[config.mk]
export PLATFORM = sky130hd
export DESIGN_NAME = cbie_exec
export DESIGN_NICKNAME = d
export VERILOG_FILES = /design/src/inc/cbie_pkg.sv /design/src/hw/cbie_exec.sv /design/src/hw/cbie_irq_pick.sv
export SDC_FILE = /design/constraint.sdc
export NUM_CORES = 1
export LEC_CHECK = 0
export ABC_CLOCK_PERIOD_IN_PS = 5200
export BUFFER_PORTS_ARGS = -buffer_cell sky130_fd_sc_hd__clkbuf_2
export CORE_ASPECT_RATIO = 0.8
export CORE_MARGIN = 8
export CORE_UTILIZATION = 50
export DETAILED_ROUTE_END_ITERATION = 10
export PLACE_DENSITY_LB_ADDON = 0.05
export REMOVE_ABC_BUFFERS = 1
export SLEW_MARGIN = 30
export SYNTH_ARGS = -nofsm -noshare
export SYNTH_HDL_FRONTEND = slang
export SYNTH_HIERARCHICAL = 1
export SYNTH_SLANG_ARGS = --single-unit
[constraint.sdc]
create_clock -name SYS_CLK_I -period 5.2 [get_ports SYS_CLK_I]
set_clock_uncertainty 0.15 [all_clocks]
set_input_delay 0.52 -clock SYS_CLK_I [delete_from_list [all_inputs] [get_ports SYS_CLK_I]]
set_output_delay 0.52 -clock SYS_CLK_I [all_outputs]
set_load 0.005 [all_outputs]
[src/inc/cbie_pkg.sv]
// Constants and types for the count-branch, irq-enable and enter executor.
// Assumes an 8-bit core with byte-wide data and 16-bit code addresses.
package cbie_pkg;
	localparam logic [3:0] CBIE_LOOP_OP_LO = 4'ha;
	localparam logic [7:0] CBIE_IRQ_EN_OP = 8'h9f;
	localparam logic [7:0] CBIE_ENTER_OP = 8'h1f;
	localparam int CBIE_IRQ_EN_BIT = 0;
	localparam logic [7:0] CBIE_SYS_MODE_RST = 8'h00;
	localparam logic [15:0] CBIE_PTR_RST = 16'h0000;
	localparam logic [15:0] CBIE_PTR_STEP = 16'h0002;
	localparam logic [3:0] CBIE_LOOP_CYCLES = 4'h8;
	localparam logic [3:0] CBIE_IRQ_EN_CYCLES = 4'h4;
	localparam logic [3:0] CBIE_ENTER_CYCLES = 4'he;
	localparam int CBIE_IRQ_LINES = 8;
	typedef enum logic [2:0] {
		CBIE_IDLE, CBIE_LOOP, CBIE_PUSH_HI, CBIE_PUSH_LO,
		CBIE_FETCH_HI, CBIE_FETCH_LO, CBIE_WAIT
	} cbie_state_e;
endpackage : cbie_pkg

[src/hw/cbie_exec.sv]
// Executor for loop-count branch, global irq enable and threaded entry.
// Assumes the sequencer holds opcode/operand stable while START_I pulses
// and that register file and code memory answer reads in the same cycle.
module cbie_exec import cbie_pkg::*; #(
	parameter int LINES = CBIE_IRQ_LINES
) (
	input wire logic SYS_CLK_I,
	input wire logic RESET_I,
	input wire logic START_I,
	input wire logic [7:0] OPCODE_I,
	input wire logic [7:0] DISP_I,
	input wire logic [15:0] PC_I,
	input wire logic [7:0] WREG_RD_I,
	input wire logic [7:0] CODE_RD_I,
	input wire logic [LINES-1:0] IRQ_PENDING_I,
	input wire logic [7:0] FLAGS_I,
	output logic BUSY_O,
	output logic DONE_O,
	output logic [3:0] WREG_SEL_O,
	output logic WREG_WE_O,
	output logic [7:0] WREG_WD_O,
	output logic PC_WE_O,
	output logic [15:0] PC_O,
	output logic [15:0] CODE_ADDR_O,
	output logic STACK_WE_O,
	output logic [15:0] STACK_ADDR_O,
	output logic [7:0] STACK_WD_O,
	output logic [15:0] STACK_POINTER_O,
	output logic [15:0] INSTRUCTION_POINTER_O,
	output logic [7:0] SYSTEM_MODE_REG_O,
	output logic [7:0] FLAGS_O,
	output logic IRQ_TAKE_O,
	output logic [LINES-1:0] IRQ_GRANT_O
);
	// ***************************************************************
	// Decode and sequencing
	// ***************************************************************
	cbie_state_e state;
	logic [3:0] cycles;
	logic [15:0] stack_pointer;
	logic [15:0] instruction_pointer;
	logic [7:0] system_mode_reg;
	logic [7:0] code_hi;
	logic [7:0] next_count;
	logic [15:0] next_target;
	logic is_loop, is_irq_en, is_enter;

	assign is_loop = OPCODE_I[3:0] == CBIE_LOOP_OP_LO;
	assign is_irq_en = OPCODE_I == CBIE_IRQ_EN_OP;
	assign is_enter = OPCODE_I == CBIE_ENTER_OP;
	assign next_count = WREG_RD_I - 8'h01;
	// PC_I already points past the displacement byte
	assign next_target = PC_I + {{8{DISP_I[7]}}, DISP_I};

	always_ff @(posedge SYS_CLK_I) begin
		if (RESET_I) begin
			state <= CBIE_IDLE;
			cycles <= 4'h0;
		end else begin
			case (state)
			CBIE_IDLE: begin
				if (START_I && is_loop) begin
					state <= CBIE_LOOP;
					cycles <= CBIE_LOOP_CYCLES - 4'h2;
				end else if (START_I && is_enter) begin
					state <= CBIE_PUSH_HI;
					cycles <= CBIE_ENTER_CYCLES - 4'h5;
				end else if (START_I && is_irq_en) begin
					state <= CBIE_WAIT;
					// One cycle longer than the loop path: WAIT is entered directly
					cycles <= CBIE_IRQ_EN_CYCLES - 4'h1;
				end
			end
			CBIE_LOOP: state <= CBIE_WAIT;
			CBIE_PUSH_HI: state <= CBIE_PUSH_LO;
			CBIE_PUSH_LO: state <= CBIE_FETCH_HI;
			CBIE_FETCH_HI: state <= CBIE_FETCH_LO;
			CBIE_FETCH_LO: state <= CBIE_WAIT;
			CBIE_WAIT: begin
				if (cycles == 4'h1) begin
					state <= CBIE_IDLE;
				end
				cycles <= cycles - 4'h1;
			end
			default: state <= CBIE_IDLE;
			endcase
		end
	end

	assign BUSY_O = state != CBIE_IDLE;
	assign DONE_O = state == CBIE_WAIT && cycles == 4'h1;

	// ***************************************************************
	// Loop counter write-back and branch
	// ***************************************************************
	always_ff @(posedge SYS_CLK_I) begin
		if (RESET_I) begin
			WREG_SEL_O <= 4'h0;
			WREG_WE_O <= 1'b0;
			WREG_WD_O <= 8'h00;
		end else begin
			WREG_WE_O <= 1'b0;
			if (state == CBIE_IDLE && START_I && is_loop) begin
				WREG_SEL_O <= OPCODE_I[7:4];
				WREG_WE_O <= 1'b1;
				WREG_WD_O <= next_count;
			end
		end
	end

	always_ff @(posedge SYS_CLK_I) begin
		if (RESET_I) begin
			PC_WE_O <= 1'b0;
			PC_O <= CBIE_PTR_RST;
		end else begin
			PC_WE_O <= 1'b0;
			if (state == CBIE_IDLE && START_I && is_loop) begin
				PC_O <= next_target;
				PC_WE_O <= next_count != 8'h00;
			end else if (state == CBIE_FETCH_LO) begin
				PC_O <= {code_hi, CODE_RD_I};
				PC_WE_O <= 1'b1;
			end
		end
	end

	// ***************************************************************
	// Threaded entry: push pointer, swap, fetch vector
	// ***************************************************************
	// The low byte is stored at the lowered stack pointer plus one
	always_ff @(posedge SYS_CLK_I) begin
		if (RESET_I) begin
			STACK_WE_O <= 1'b0;
			STACK_ADDR_O <= CBIE_PTR_RST;
			STACK_WD_O <= 8'h00;
		end else begin
			STACK_WE_O <= 1'b0;
			if (state == CBIE_PUSH_HI) begin
				STACK_WE_O <= 1'b1;
				STACK_ADDR_O <= stack_pointer;
				STACK_WD_O <= instruction_pointer[15:8];
			end else if (state == CBIE_PUSH_LO) begin
				STACK_WE_O <= 1'b1;
				STACK_ADDR_O <= stack_pointer + 16'h0001;
				STACK_WD_O <= instruction_pointer[7:0];
			end
		end
	end

	always_ff @(posedge SYS_CLK_I) begin
		if (RESET_I) begin
			stack_pointer <= CBIE_PTR_RST;
		end else if (state == CBIE_IDLE && START_I && is_enter) begin
			stack_pointer <= stack_pointer - CBIE_PTR_STEP;
		end
	end

	always_ff @(posedge SYS_CLK_I) begin
		if (RESET_I) begin
			instruction_pointer <= CBIE_PTR_RST;
		end else if (state == CBIE_PUSH_LO) begin
			instruction_pointer <= PC_I;
		end else if (state == CBIE_FETCH_LO) begin
			instruction_pointer <= instruction_pointer + CBIE_PTR_STEP;
		end
	end

	always_ff @(posedge SYS_CLK_I) begin
		if (RESET_I) begin
			code_hi <= 8'h00;
		end else if (state == CBIE_FETCH_HI) begin
			code_hi <= CODE_RD_I;
		end
	end

	assign CODE_ADDR_O = (state == CBIE_FETCH_LO) ?
		instruction_pointer + 16'h0001 : instruction_pointer;
	assign STACK_POINTER_O = stack_pointer;
	assign INSTRUCTION_POINTER_O = instruction_pointer;

	// ***************************************************************
	// System mode and flags
	// ***************************************************************
	always_ff @(posedge SYS_CLK_I) begin
		if (RESET_I) begin
			system_mode_reg <= CBIE_SYS_MODE_RST;
		end else if (state == CBIE_IDLE && START_I && is_irq_en) begin
			system_mode_reg[CBIE_IRQ_EN_BIT] <= 1'b1;
		end
	end
	assign SYSTEM_MODE_REG_O = system_mode_reg;

	// Flags pass straight through: nothing here ever writes them
	assign FLAGS_O = FLAGS_I;

	cbie_irq_pick #(
		.LINES(LINES)
	) u_pick (
		.pending_i(IRQ_PENDING_I),
		.enable_i(system_mode_reg[CBIE_IRQ_EN_BIT] && !BUSY_O),
		.take_o(IRQ_TAKE_O),
		.grant_o(IRQ_GRANT_O)
	);
endmodule : cbie_exec

[src/hw/cbie_irq_pick.sv]
// Priority picker for pending interrupt requests.
// Assumes line 0 has the highest priority.
module cbie_irq_pick import cbie_pkg::*; #(
	parameter int LINES = CBIE_IRQ_LINES
) (
	input wire logic [LINES-1:0] pending_i,
	input wire logic enable_i,
	output logic take_o,
	output logic [LINES-1:0] grant_o
);
	logic [LINES:0] blocked;
	assign blocked[0] = ~enable_i;
	genvar g;
	generate
		for (g = 0; g < LINES; g++) begin : g_line
			assign grant_o[g] = pending_i[g] & ~blocked[g];
			assign blocked[g+1] = blocked[g] | pending_i[g];
		end
	endgenerate
	assign take_o = |grant_o;
endmodule : cbie_irq_pick

==> metrics.csv <==
stage;metric;value;unit
worst_setup_path;critPathKind;reg -> out;
detailed_routing;wl_per_cell;17.7;um
final_layout;ff_latch_area;2040;um^2
grt;grt_overflow;0;
worst_setup_path;cp-end-kind;output pin;
cts;htreeDepth;3;
floorplan;die_x;139;um
worst_setup_path;regToRegStartpoint;state[1];
timing;rsz0062_at_grt;no;
timing;relSlewSlack;49.4;%
floorplan;io_pins;197;
cts;clock-root-buffer;clkbuf_16;
worst_setup_path;crit_path_max_fanout;31;
cts;cts_buffers;9;
grt;grt_max_degree;61;
timing;hold_viol_final;0;
cts;clk_pin_slew_worst_paths;70;ps
final_layout;multi_input_area;3610;um^2
final_layout;utilization;59.5;%
floorplan;die_h;114;um
hold_path;whs_endpoint;WREG_SEL_O[0];
final_layout;area_delta_synth_final;17.8;%
power_and_ir_drop;power_density;350;nW/um^2
synth;synthDistinctLibCells;67;
cts;cts_buffer_depth;2;
synth;avgSynthCellArea;7.90;um^2
run_status;status;finished, final reports clean;
timing;finalCritPeriodShare;66.9;%
final_layout;fillers;1136;
cts;clock_sinks;102;
synth;synthFlopType;dfxtp_1;
grt;grt_usage;22.6;%
synth;synth.cell_area;6060;um^2
hold_path;hp-class;in -> reg;
synth;async_flop_share;0;%
timing;maxSlewViolCount;0;
cts;cts_tree;yes;
timing;fmax;0.287;GHz
worst_setup_path;worstPathArrival;2810;ps
job;drv_cap;0;
detailed_routing;ant_nets;0;
worst_setup_path;reg2reg_to;PC_O[8];
timing;setup_viol;0;
place;place_congestion;0.889;
worst_setup_path;required;4530;ps
grt;antenna_found_initial;0;
place;hpwl;13.7;mm
synth;seq_area_frac_synth;33.7;%
final_layout;layout-drive-gt1-share;23.7;%
timing;worstMarginPinSlew;751;ps
detailed_routing;drc;0;
grt;grt_pass1_wl;29.4;mm
detailed_routing;drt_iter0_markers;484;
floorplan;coreArea;12000;um^2
synth;netlist_instances;767;
synth;ys_seq_elements;102;
hold_path;hold_depth;3;
final_layout;fin_nets;980;
cts;clk_latency;350;ps
detailed_routing;vias;5969;
cts;post_cts_resized;0;
final_layout;diodes;0;
place;port_buffers;172;
synth;synth_enable_flop_cells;0;
power_and_ir_drop;p_leak;3.03;nW
cts;hold_buffers;0;
floorplan;start_util;50.6;%
worst_setup_path;reg2reg_depth;5;
hold_path;hp-start;OPCODE_I[4];
grt;first_global_vias;5722;
power_and_ir_drop;vdd_ir_drop_max;0.224;mV
detailed_routing;vias_per_cell;5.71;
floorplan;num_rows;36;
timing;fin_setup_tns;0;ps
detailed_routing;drt_wl_total;18.5;mm
timing;period_minus_slack;3480;ps
synth;yosys_warnings;6;
power_and_ir_drop;total_power;2.50;mW
worst_setup_path;r2r_slack;2400;ps
worst_setup_path;worst_setup_path_start_kind;flip-flop;
floorplan;dieArea;15900;um^2
detailed_routing;drt-pass1-iter-count;5;
cts;cts_setup_buffers;0;
-- worst max-delay path by stage --
stage	from	to	slack, ps	cells past startpoint
floorplan	state[0]	CODE_ADDR_O[8]	1830	5
global placement	state[2]	CODE_ADDR_O[14]	2260	7
detailed placement	state[2]	CODE_ADDR_O[8]	2140	7
CTS	state[2]	CODE_ADDR_O[8]	1740	7
global route	state[2]	CODE_ADDR_O[8]	1550	7
finish	state[2]	CODE_ADDR_O[8]	1720	7
-- Yosys cell counts, types with 8 or more instances --
master | count | area share, %
nand3_1 | 23 | 1.9
buf_4 | 17 | 2.1
nand2_1 | 92 | 5.7
dfxtp_1 | 102 | 34
a21o_1 | 10 | 1.2
xnor2_1 | 32 | 4.6
nor2_1 | 92 | 5.7
inv_1 | 22 | 1.4
ha_1 | 22 | 4.5
nor3_1 | 23 | 1.9
clkbuf_1 | 42 | 2.6
mux2i_1 | 27 | 4.5
o21ai_0 | 16 | 1.3
a2111oi_0 | 8 | 1.2
a21oi_1 | 53 | 4.4
xor2_1 | 14 | 2.0
nand4_1 | 8 | 0.83
nor4_1 | 12 | 1.2
a211oi_1 | 27 | 3.3
-- metrics by stage --
| stage | hold WS, ps | instance area (um^2) | std cells | worst slack [ps] |
|---|---|---|---|---|
| 2_1_floorplan | 289 | 5740 | 702 | 1830 |
| 3_3_place_gp | 293 | 6830 | 1031 | 2260 |
| 3_5_place_dp | 297 | 6840 | 1031 | 2140 |
| 4_1_cts | 236 | 7130 | 1046 | 1740 |
| 5_1_grt | 242 | 7130 | 1046 | 1550 |
| 6_report | 252 | 7130 | 1046 | 1720 |
-- layer usage --
| layer | global-route usage [%] | wire [um] | vias to the layer above |
|---|---|---|---|
| met4 | 6.78 | 263 | 0 |
| met1 | 27.9 | 8250 | 2787 |
| met2 | 36.2 | 8400 | 221 |
| met5 | 0 | 0 | - |
| li1 | - | - | 2939 |
| met3 | 8.13 | 1560 | 22 |
-- cell usage in the layout, fill, tap and decap left out, types with 7 or more instances in the layout --
cell type / instances
ha_1: 22
a2111oi_0: 8
a211oi_1: 27
a21oi_1: 53
mux2i_1: 27
or3_1: 7
nand4_1: 8
and3_1: 7
clkbuf_16: 9
nor3_1: 23
a21o_1: 10
inv_1: 22
nand3_1: 22
nand2_1: 92
nor4_1: 12
xnor2_1: 32
nor2_1: 90
o21ai_0: 16
conb_1: 8
nand2b_1: 7
xor2_1: 14
dfxtp_1: 102
clkbuf_2: 171
-- flip-flops by register name (all words and copies together) (netlist names) --
signal                 cells
PC_WE_O                    1
cycles                     4
PC_O                      16
STACK_WD_O                 8
INSTRUCTION_POINTER_O     16
WREG_SEL_O                 4
code_hi                    8
SYSTEM_MODE_REG_O          1
WREG_WD_O                  8
WREG_WE_O                  1
STACK_POINTER_O           15
state                      3
STACK_ADDR_O              16
STACK_WE_O                 1
-- critical path, cell delays in order, from the launching register on --
cell,delay [ps]
dfxtp_1,770
and3b_1,250
buf_4,390
nand4_1,260
nor2_1,320
nand3_1,140
xnor2_1,180
clkbuf_2,140
-- logic make-up (layout without fill, tap and decap cells) --
group	Yosys count	in the layout	synth area share (%)
buffers and inverters	95	215	7.21
AOI/OAI and AO/OA	165	165	18.2
muxes	29	29	4.83
adders and majority gates	23	23	4.87
xor gates and xnor gates	46	46	6.65
and+or+nand+nor	306	306	24.5
DFF	102	102	33.7
other	1	8	0.0619
-- power by group --
part | leakage (nW) | internal (mW) | total, mW | switching, mW
registers | 0.825 | 0.864 | 0.975 | 0.111
logic | 2.06 | 0.317 | 0.833 | 0.516
clock network | 0.144 | 0.376 | 0.690 | 0.314
-- area by class of cell --
cell class | instances | share of cell area (%)
repair buffers | 177 | 12.6
well taps | 152 | 2.67
inverters | 23 | 1.25
clock inverters | 6 | 1.00
clock buffers | 9 | 3.16
multi-input cells | 577 | 50.7
flip-flops and latches | 102 | 28.6
Power figures use the tool's default switching activity.
